===== src/rtl/servo_fault_defines.vh =====
// constants for the servo motion fault monitor
`ifndef SERVO_FAULT_DEFINES_VH
`define SERVO_FAULT_DEFINES_VH
// register byte offsets
`define ADR_CTRL        8'h00
`define ADR_LIMSEL      8'h04
`define ADR_OVSPD       8'h08
`define ADR_RATED       8'h0c
`define ADR_POSERR      8'h10
`define ADR_SOFTLO      8'h14
`define ADR_SOFTHI      8'h18
`define ADR_OVLPCT      8'h1c
`define ADR_STATUS      8'h20
`define ADR_MASK        8'h24
`define ADR_CODE        8'h28
`define ADR_UNLOCK      8'h2c
`define ADR_ZOFFS       8'h30
`define ADR_MAP0        8'h40
// ctrl fields
`define CTRL_HOMESW     0
`define CTRL_FIXLEN     1
`define CTRL_CLEAR      2
// limit select fields
`define LIM_SOFT        0
`define LIM_HARD        1
// input function numbers
`define FN_HOME         8'h22
`define FN_FIXLEN       8'h28
// fault codes
`define CODE_NOHOME     16'h00c8
`define CODE_DUPMAP     16'h00c9
`define CODE_OVSPD      16'h00ca
`define CODE_POSERR     16'h00cb
`define CODE_NOFIX      16'h00cc
`define CODE_NOHOMING   16'h00cd
`define CODE_OVLOAD     16'h00ce
`define CODE_SOFTLIM    16'h00cf
`define CODE_HARDLIM    16'h00d0
`define CODE_PLANFAIL   16'h00d1
`define UNLOCK_KEY      16'h20e5
`define PCT_FULL        32'h00000064
// reset values
`define RST_OVSPD       16'h0078
`define RST_RATED       16'h0bb8
`define RST_POSERR      32'h00010000
`define RST_OVLPCT      16'h0064
`define RST_SOFTLO      32'h80000000
`define RST_SOFTHI      32'h7fffffff
// unassigned terminal and no-fault values
`define FN_NONE         8'h00
`define CODE_NONE       16'h0000
`define FAULT_BITS      10
`endif


===== src/rtl/servo_motion_fault_monitor.v =====
// servo motion fault monitor with wishbone registers
`timescale 1ns/1ps
`include "servo_fault_defines.vh"
module servo_motion_fault_monitor #(
  parameter NTERM        = 8,
  parameter OVL_CYCLES   = 32'd100000
) (
  // clock and reset
  input  wire        ref_clk,
  input  wire        nrst,
  // wishbone slave
  input  wire        wb_cyc_i,
  input  wire        wb_stb_i,
  input  wire        wb_we_i,
  input  wire [7:0]  wb_adr_i,
  input  wire [3:0]  wb_sel_i,
  input  wire [31:0] wb_dat_i,
  output reg  [31:0] wb_dat_o,
  output reg         wb_ack_o,
  // motion state, same clock
  input  wire signed [31:0] speedAct,
  input  wire signed [31:0] posCmd,
  input  wire signed [31:0] posAct,
  input  wire signed [31:0] userPos,
  input  wire [15:0] currentPct,
  input  wire        absMoveTrig,
  input  wire        homingDone,
  input  wire        planFail,
  // limit switch pins
  input  wire        fwdLimitPin,
  input  wire        revLimitPin,
  // outputs
  output reg  [15:0] faultCode_q,
  output wire        faultActive,
  output wire        irq
);
  // pin synchronisers
  reg [1:0] fwdSync_q;
  reg [1:0] revSync_q;
  always @(posedge ref_clk) begin
    if (!nrst) begin
      fwdSync_q <= 2'h0;
      revSync_q <= 2'h0;
    end else begin
      fwdSync_q <= {fwdSync_q[0], fwdLimitPin};
      revSync_q <= {revSync_q[0], revLimitPin};
    end
  end
  wire fwdLim = fwdSync_q[1];
  wire revLim = revSync_q[1];

  // registers
  reg  [1:0]  ctrl_q;
  reg  [1:0]  limSel_q;
  reg  [15:0] ovSpd_q;
  reg  [15:0] rated_q;
  reg  [31:0] posErrLim_q;
  reg  signed [31:0] softLo_q;
  reg  signed [31:0] softHi_q;
  reg  [15:0] ovlPct_q;
  reg  [`FAULT_BITS-1:0] status_q;
  reg  [`FAULT_BITS-1:0] mask_q;
  reg  [15:0] unlock_q;
  reg  [31:0] zOffs_q;
  reg  [7:0]  termMap_q [0:NTERM-1];
  reg         faultActive_q;
  reg         irq_q;

  wire wbReq = wb_cyc_i & wb_stb_i & ~wb_ack_o;
  wire wbWr  = wbReq & wb_we_i & (&wb_sel_i);

  // per-register write strobes
  wire wrCtrl   = wbWr & (wb_adr_i == `ADR_CTRL);
  wire wrLimSel = wbWr & (wb_adr_i == `ADR_LIMSEL);
  wire wrOvSpd  = wbWr & (wb_adr_i == `ADR_OVSPD);
  wire wrRated  = wbWr & (wb_adr_i == `ADR_RATED);
  wire wrPosErr = wbWr & (wb_adr_i == `ADR_POSERR);
  wire wrSoftLo = wbWr & (wb_adr_i == `ADR_SOFTLO);
  wire wrSoftHi = wbWr & (wb_adr_i == `ADR_SOFTHI);
  wire wrOvlPct = wbWr & (wb_adr_i == `ADR_OVLPCT);
  wire wrStatus = wbWr & (wb_adr_i == `ADR_STATUS);
  wire wrMask   = wbWr & (wb_adr_i == `ADR_MASK);
  wire wrUnlock = wbWr & (wb_adr_i == `ADR_UNLOCK);
  wire wrZOffs  = wbWr & (wb_adr_i == `ADR_ZOFFS);
  wire clearPulse = wrCtrl & wb_dat_i[`CTRL_CLEAR];
  wire [NTERM-1:0] mapSel;

  // terminal map checks, one slice per terminal
  wire [NTERM-1:0] homeHit;
  wire [NTERM-1:0] fixHit;
  wire [NTERM-1:0] dupHit;
  genvar t;
  genvar u;
  generate
    for (t = 0; t < NTERM; t = t + 1) begin : gChk
      wire [NTERM-1:0] sameFn;
      assign homeHit[t] = termMap_q[t] == `FN_HOME;
      assign fixHit[t]  = termMap_q[t] == `FN_FIXLEN;
      // unassigned entries may repeat freely
      for (u = 0; u < NTERM; u = u + 1) begin : gPair
        if (u > t) begin : gCmp
          assign sameFn[u] = (termMap_q[t] != `FN_NONE) &&
                             (termMap_q[t] == termMap_q[u]);
        end else begin : gSkip
          assign sameFn[u] = 1'b0;
        end
      end
      assign dupHit[t] = |sameFn;
    end
  endgenerate
  wire homeMapped = |homeHit;
  wire fixMapped  = |fixHit;
  wire dupMapped  = |dupHit;

  // speed and position checks
  wire [31:0] speedMag = speedAct[31] ? (~speedAct + 32'h1) : speedAct;
  wire [63:0] speedScaled = {32'h0, speedMag} * {32'h0, `PCT_FULL};
  wire [63:0] speedLimit  = {48'h0, ovSpd_q} * {48'h0, rated_q};
  wire signed [32:0] posDiff = {posCmd[31], posCmd} - {posAct[31], posAct};
  wire [32:0] posDiffMag = posDiff[32] ? (~posDiff + 33'h1) : posDiff;
  wire spdNeg = speedAct[31];
  wire spdPos = ~speedAct[31] & (speedAct != 32'h0);

  // overload timer
  reg [31:0] ovlCnt_q;
  wire overCur = currentPct > ovlPct_q;
  always @(posedge ref_clk) begin
    if (!nrst)
      ovlCnt_q <= 32'h0;
    else if (!overCur)
      ovlCnt_q <= 32'h0;
    else if (ovlCnt_q < OVL_CYCLES)
      ovlCnt_q <= ovlCnt_q + 32'h1;
  end

  // wide products registered, kept off the fault latch path
  reg overSpeed_q;
  reg overPosErr_q;
  always @(posedge ref_clk) begin
    if (!nrst) begin
      overSpeed_q  <= 1'b0;
      overPosErr_q <= 1'b0;
    end else begin
      overSpeed_q  <= speedScaled > speedLimit;
      overPosErr_q <= posDiffMag > {1'b0, posErrLim_q};
    end
  end

  // fault conditions, bit order follows code order
  wire [`FAULT_BITS-1:0] cond;
  assign cond[0] = ctrl_q[`CTRL_HOMESW] & ~homeMapped;
  assign cond[1] = dupMapped;
  assign cond[2] = overSpeed_q;
  assign cond[3] = overPosErr_q;
  assign cond[4] = ctrl_q[`CTRL_FIXLEN] & ~fixMapped;
  assign cond[5] = absMoveTrig & ~homingDone;
  assign cond[6] = overCur & (ovlCnt_q >= OVL_CYCLES);
  assign cond[7] = limSel_q[`LIM_SOFT] &
                   ((userPos < softLo_q & spdNeg) |
                    (userPos > softHi_q & spdPos));
  assign cond[8] = limSel_q[`LIM_HARD] &
                   ((revLim & spdNeg) |
                    (fwdLim & spdPos));
  assign cond[9] = planFail;

  // first raised code, lowest number wins
  reg [15:0] newCode;
  always @* begin
    newCode = 16'h0;
    if (cond[9]) newCode = `CODE_PLANFAIL;
    if (cond[8]) newCode = `CODE_HARDLIM;
    if (cond[7]) newCode = `CODE_SOFTLIM;
    if (cond[6]) newCode = `CODE_OVLOAD;
    if (cond[5]) newCode = `CODE_NOHOMING;
    if (cond[4]) newCode = `CODE_NOFIX;
    if (cond[3]) newCode = `CODE_POSERR;
    if (cond[2]) newCode = `CODE_OVSPD;
    if (cond[1]) newCode = `CODE_DUPMAP;
    if (cond[0]) newCode = `CODE_NOHOME;
  end

  // latched fault code, next value shared with the active flag
  reg [15:0] faultCode_d;
  always @* begin
    faultCode_d = faultCode_q;
    if (faultCode_q == `CODE_NONE && |cond)
      faultCode_d = newCode;
    else if (clearPulse)
      faultCode_d = (|cond) ? newCode : `CODE_NONE;
  end

  always @(posedge ref_clk) begin
    if (!nrst) begin
      faultCode_q   <= `CODE_NONE;
      faultActive_q <= 1'b0;
    end else begin
      faultCode_q   <= faultCode_d;
      faultActive_q <= faultCode_d != `CODE_NONE;
    end
  end
  assign faultActive = faultActive_q;

  // sticky status, set wins over a one-to-clear in the same cycle
  wire [`FAULT_BITS-1:0] status_d;
  wire [`FAULT_BITS-1:0] mask_d;
  genvar b;
  generate
    for (b = 0; b < `FAULT_BITS; b = b + 1) begin : gStat
      assign status_d[b] = cond[b] | (status_q[b] & ~(wrStatus & wb_dat_i[b]));
      assign mask_d[b]   = wrMask ? wb_dat_i[b] : mask_q[b];
    end
  endgenerate

  always @(posedge ref_clk) begin
    if (!nrst)
      status_q <= {`FAULT_BITS{1'b0}};
    else
      status_q <= status_d;
  end

  // irq from next status and mask, so it rises with the status bit
  always @(posedge ref_clk) begin
    if (!nrst)
      irq_q <= 1'b0;
    else
      irq_q <= |(status_d & mask_d);
  end
  assign irq = irq_q;

  // register writes
  genvar g;
  generate
    for (g = 0; g < NTERM; g = g + 1) begin : gMap
      assign mapSel[g] = wb_adr_i == (`ADR_MAP0 + g * 4);
      always @(posedge ref_clk) begin
        if (!nrst)
          termMap_q[g] <= `FN_NONE;
        else if (wbWr && mapSel[g])
          termMap_q[g] <= wb_dat_i[7:0];
      end
    end
  endgenerate

  // configuration registers, full-word writes only
  always @(posedge ref_clk) begin
    if (!nrst) begin
      ctrl_q      <= 2'h0;
      limSel_q    <= 2'h0;
      ovSpd_q     <= `RST_OVSPD;
      rated_q     <= `RST_RATED;
      posErrLim_q <= `RST_POSERR;
      softLo_q    <= `RST_SOFTLO;
      softHi_q    <= `RST_SOFTHI;
      ovlPct_q    <= `RST_OVLPCT;
      mask_q      <= {`FAULT_BITS{1'b0}};
    end else begin
      if (wrCtrl)
        ctrl_q <= wb_dat_i[1:0];
      if (wrLimSel)
        limSel_q <= wb_dat_i[1:0];
      if (wrOvSpd)
        ovSpd_q <= wb_dat_i[15:0];
      if (wrRated)
        rated_q <= wb_dat_i[15:0];
      if (wrPosErr)
        posErrLim_q <= wb_dat_i;
      if (wrSoftLo)
        softLo_q <= wb_dat_i;
      if (wrSoftHi)
        softHi_q <= wb_dat_i;
      if (wrOvlPct)
        ovlPct_q <= wb_dat_i[15:0];
      mask_q <= mask_d;
    end
  end

  // offset only taken while unlocked; any offset write spends the key
  always @(posedge ref_clk) begin
    if (!nrst) begin
      unlock_q <= 16'h0;
      zOffs_q  <= 32'h0;
    end else if (wrUnlock) begin
      unlock_q <= wb_dat_i[15:0];
    end else if (wrZOffs) begin
      if (unlock_q == `UNLOCK_KEY)
        zOffs_q <= wb_dat_i;
      unlock_q <= 16'h0;
    end
  end

  // read mux
  reg [31:0] rdData;
  integer    k;
  always @* begin
    rdData = 32'h0;
    case (wb_adr_i)
      `ADR_CTRL:   rdData = {30'h0, ctrl_q};
      `ADR_LIMSEL: rdData = {30'h0, limSel_q};
      `ADR_OVSPD:  rdData = {16'h0, ovSpd_q};
      `ADR_RATED:  rdData = {16'h0, rated_q};
      `ADR_POSERR: rdData = posErrLim_q;
      `ADR_SOFTLO: rdData = softLo_q;
      `ADR_SOFTHI: rdData = softHi_q;
      `ADR_OVLPCT: rdData = {16'h0, ovlPct_q};
      `ADR_STATUS: rdData = {{(32-`FAULT_BITS){1'b0}}, status_q};
      `ADR_MASK:   rdData = {{(32-`FAULT_BITS){1'b0}}, mask_q};
      `ADR_CODE:   rdData = {16'h0, faultCode_q};
      `ADR_UNLOCK: rdData = {31'h0, unlock_q == `UNLOCK_KEY};
      `ADR_ZOFFS:  rdData = zOffs_q;
      default: begin
        for (k = 0; k < NTERM; k = k + 1)
          if (mapSel[k])
            rdData = {24'h0, termMap_q[k]};
      end
    endcase
  end

  // single-wait ack
  always @(posedge ref_clk) begin
    if (!nrst) begin
      wb_ack_o <= 1'b0;
      wb_dat_o <= 32'h0;
    end else begin
      wb_ack_o <= wbReq;
      wb_dat_o <= wbReq ? rdData : 32'h0;
    end
  end
endmodule // servo_motion_fault_monitor


===== config.mk =====
export PLATFORM = sky130hd
export DESIGN_NAME = servo_motion_fault_monitor
export DESIGN_NICKNAME = d
export VERILOG_FILES = /design/src/rtl/servo_motion_fault_monitor.v
export VERILOG_INCLUDE_DIRS = /design/src /design/src/rtl
export SDC_FILE = /design/constraint.sdc
export NUM_CORES = 2
export LEC_CHECK = 0
export BUFFER_PORTS_ARGS = -buffer_cell sky130_fd_sc_hd__buf_2
export CAP_MARGIN = 10
export CORE_MARGIN = 3
export CORE_UTILIZATION = 60
export DETAILED_ROUTE_END_ITERATION = 10
export HOLD_SLACK_MARGIN = 0.06
export PLACE_DENSITY_LB_ADDON = 0.3
export SYNTH_ARGS = -nofsm -noshare
export SYNTH_HDL_FRONTEND = slang
export SYNTH_SLANG_ARGS = --single-unit
export TNS_END_PERCENT = 1

===== constraint.sdc =====
create_clock -name ref_clk -period 10.17 [get_ports ref_clk]
set_input_delay 2.034 -clock ref_clk [delete_from_list [all_inputs] [get_ports ref_clk]]
set_output_delay 2.034 -clock ref_clk [all_outputs]
set_load 0.03 [all_outputs]

==> results by group <==
Place
  – Gpl congestion: 0.943
  – Inst Count DP: 5147
  – Worst slack at placement: 807 ps
  – I/O Buffers: 248
  – Half-perimeter wire length after placement: 77.2 mm

Synthesis
  – Largest family of logic cells by synthesized area: adder cells
  – Sequential fraction of the synthesis area: 22.3%
  – Multiplexer share of the synthesized area: 1.34%
  – Seq cells post-synth: 369
  – Synth area leaders: dfxtp_1, ha_1, fa_1
  – Number of enable flip-flop cells after synthesis: 64
  – Ys async rst share: 0%
  – Ys Warns: 0
  – Post-synthesis simple-gate area fraction: 18.4%
  – Synth Area in Compound Gates: 14.7%
  – Syn Inst Count: 4330
  – Synthesized net count: 5131
  – Synth area leader: dfxtp_1
  – Synth top area share: 17.0%
  – Post-Syn Area: 0.0360 mm²
  – Syn avg cell area: 8.31 µm²
  – XOR/XNOR share of the synthesized area: 9.15%
  – Yosys cell types: 94
  – Post-synth top flop: dfxtp_1
  – Adder-cell share of the synthesized area: 25.6%

STA
  – Worst relative slew slack: 17.7%
  – Hold Vio Cnt, Final: 0
  – Achievable Freq: 0.113 GHz
  – Hold WS: 438 ps
  – Fin worst setup slack: 1330 ps
  – Clk_skew: 24.4 ps
  – Sum Neg Setup Slack: 0 ps
  – Final Cycle Share: 86.9%
  – Slew @ Worst Pin: 1230 ps
  – Final slew viol count: 0
  – Fin crit period: 8840 ps
  – Setup violators final: 0
  – RSZ-0062 raised after global routing: no

Critical path
  – Crit path max-delay cell type: or4_4
  – CP endpoint kind: flip-flop
  – Crit Path Max Fanout: 6
  – CP dominant cell by count: ha_1
  – WP data arrival: 9250 ps
  – CP Data Required Time: 10580 ps
  – Startpoint Class: input port
  – Worst R2R Path Depth: 31
  – Worst reg2reg startpoint: ovSpd_q[7]
  – FF-to-FF End: overSpeed_q
  – Reg2Reg Setup Slack: 1340 ps
  – CP max stage delay: 560 ps
  – Critical path class: in2reg

Routing
  – Final WL: 103 mm
  – DRT iter0 DRCs: 3079
  – Vias: 31550
  – Vias per cell: 6.03
  – DRC: 0
  – Antenna Nets Post-Route: 0
  – DR pass1 iterations: 7
  – Post-DR wirelength/cell: 19.7 µm

Clocking
  – H-tree lvl count: 2
  – Total CTS buffers: 40
  – Clk slew on worst S/H paths: 60 ps
  – Root Driver: clkbuf_16
  – CTS max path bufs: 3
  – # hold bufs at CTS: 0
  – Clk Latency, worst-skew pair: 580 ps
  – CTS Sinks: 369
  – # resized after CTS: 0
  – Post-CTS Setup Inserts: 0
  – CTS tree: built

Global route
  – GR Overflow Total: 0
  – Largest net degree at the start of global routing: 93
  – Tot GR Track Use: 32.2%
  – Global-route wire length before repair: 163 mm
  – Initial antenna violation count: 19
  – Number of global-route vias before repair: 30517

Final layout
  – # fillers: 4991
  – Syn-to-layout area delta: 7.89%
  – Post-layout nets: 5217
  – Layout cells sized above 1: 8.75%
  – Post-route insts no fill: 5233
  – Final core utilization: 65.6%

Floorplan
  – Die width: 251 µm
  – Std cell rows: 89
  – Ports: 249
  – Die height: 251 µm
  – Total core area: 0.0591 mm²
  – Initial Util: 60.8%
  – Die area: 0.0629 mm²

Power and ir drop
  – Peak supply drop: 0.164 mV
  – Power Dens Cells: 125 mW/mm²
  – Standby leakage power: 17.5 nW

Min path
  – Hold Path End: revSync_q[1]
  – Hold Crit Start: revSync_q[0]
  – Hold Path Depth: 1
  – Class of the worst hold path: reg2reg

Outcome
  – Status: finished clean

Flow run
  – Max Cap Viol: 0
==> synthesized netlist by cell type, types with 5 or more instances <==
master / count
nor3b_1: 5
a31oi_1: 32
and2_1: 198
o22ai_1: 6
and3_1: 42
nand3b_1: 6
a211o_1: 7
a221oi_1: 12
fa_1: 222
nor3_1: 50
o41ai_1: 6
a21oi_1: 269
o31ai_1: 19
nor2b_1: 24
inv_1: 548
a41oi_1: 8
a21boi_0: 7
o21a_1: 20
ha_1: 381
nand4_1: 80
or2_2: 9
o211ai_1: 47
buf_2: 70
a21o_1: 83
a31o_2: 5
nand2b_1: 20
clkbuf_1: 154
or3_1: 12
nor2_1: 247
o21ai_0: 77
o21bai_1: 12
edfxtp_1: 64
xnor2_1: 238
nor4_1: 45
a222oi_1: 39
a211oi_1: 24
a22oi_1: 71
nand3_1: 52
dfxtp_1: 305
nand2_1: 527
mux2i_1: 48
xor2_1: 138
==> worst max-delay path by stage <==
stage | start | end
finish | speedAct[3] | overSpeed_q
global route | speedAct[3] | overSpeed_q
CTS | ovSpd_q[7] | overSpeed_q
detailed placement | speedAct[3] | overSpeed_q
global placement | speedAct[3] | overSpeed_q
floorplan | speedAct[3] | overSpeed_q
==> state kept, by name, indices dropped and copies added, names as in the netlist <==
| name | cells |
|---|---|
| mask_q | 10 |
| limSel_q | 2 |
| wb_ack_o | 1 |
| unlock_q | 16 |
| wb_dat_o | 32 |
| fwdSync_q | 2 |
| faultActive | 1 |
| softHi_q | 32 |
| faultCode_q | 16 |
| ctrl_q | 2 |
| rated_q | 16 |
| overPosErr_q | 1 |
| posErrLim_q | 32 |
| ovlCnt_q | 32 |
| irq | 1 |
| revSync_q | 2 |
| overSpeed_q | 1 |
| termMap_q | 64 |
| status_q | 10 |
| softLo_q | 32 |
| zOffs_q | 32 |
| ovlPct_q | 16 |
| ovSpd_q | 16 |
==> metrics by stage <==
stage | power [W] | cell area, µm²
floorplan | 0.00295 | 36000
global placement | 0.00332 | 37500
detailed placement | 0.00337 | 37500
CTS | 0.00484 | 38800
global route | 0.00517 | 38800
finish | 0.00485 | 38800
==> cells in the final DEF (no fill, tap or decap), drive strengths merged, types with 49 or more instances in the layout <==
| cell type | Yosys | layout |
|---|---|---|
| nand2 | 527 | 527 |
| edfxtp | 64 | 64 |
| o21ai | 82 | 82 |
| dfxtp | 305 | 305 |
| xnor2 | 238 | 238 |
| ha | 381 | 381 |
| nand4 | 81 | 81 |
| xor2 | 138 | 138 |
| nor2 | 247 | 247 |
| buf | 78 | 277 |
| and2 | 199 | 199 |
| nor4 | 49 | 49 |
| inv | 548 | 554 |
| a21oi | 269 | 269 |
| fa | 222 | 222 |
| nor3 | 54 | 54 |
| a21o | 84 | 84 |
| nand3 | 53 | 53 |
| a22oi | 71 | 71 |
==> per-layer routing <==
| layer | up-vias | global-route usage (%) | routed length [µm] |
|---|---|---|---|
| met5 | - | 0 | 97 |
| met4 | 14 | 12.8 | 4130 |
| met3 | 295 | 6.58 | 9870 |
| met2 | 1404 | 51.6 | 46900 |
| met1 | 15080 | 43.0 | 42200 |
| li1 | 14757 | - | - |
==> cell families (layout without fill, tap and decap cells) <==
kind of cell / Yosys count / in the layout
adder cells (fa/ha/maj): 603 / 603
buffers and inverters: 783 / 899
flip-flops: 369 / 369
other: 0 / 14
XOR/XNOR: 376 / 376
AO/OA/AOI/OAI: 794 / 794
multiplexers: 48 / 48
AND/OR/NAND/NOR: 1357 / 1357
==> report_power, final <==
group / switching [W] / leakage, nW / total (W) / internal [W]
Combinational: 0.000995 / 13.8 / 0.00178 / 0.000782
Sequential: 0.0000765 / 3.11 / 0.00159 / 0.00151
Clock: 0.000635 / 0.634 / 0.00148 / 0.000845
==> worst max-delay path: cells and delay by family <==
| family | cells | cell delay, ps |
|---|---|---|
| AOI/OAI and AO/OA | 13 | 3250 |
| adders and majority gates | 5 | 1750 |
| and+or+nand+nor | 7 | 1690 |
| xor gates and xnor gates | 2 | 310 |
| buffers and inverters | 3 | 210 |
==> area by class of cell <==
class / count / area, µm² / area share, %
clock buffers: 48 / 1040 / 2.68
flip-flops and latches: 369 / 8030 / 20.7
inverters: 550 / 2070 / 5.33
clock inverters: 24 / 274 / 0.706
multi-input cells: 3178 / 24900 / 64.3
repair buffers: 277 / 1460 / 3.76
well taps: 773 / 967 / 2.49
diodes: 14 / 35.0 / 0.0903
(Power assumes the default switching activity.)
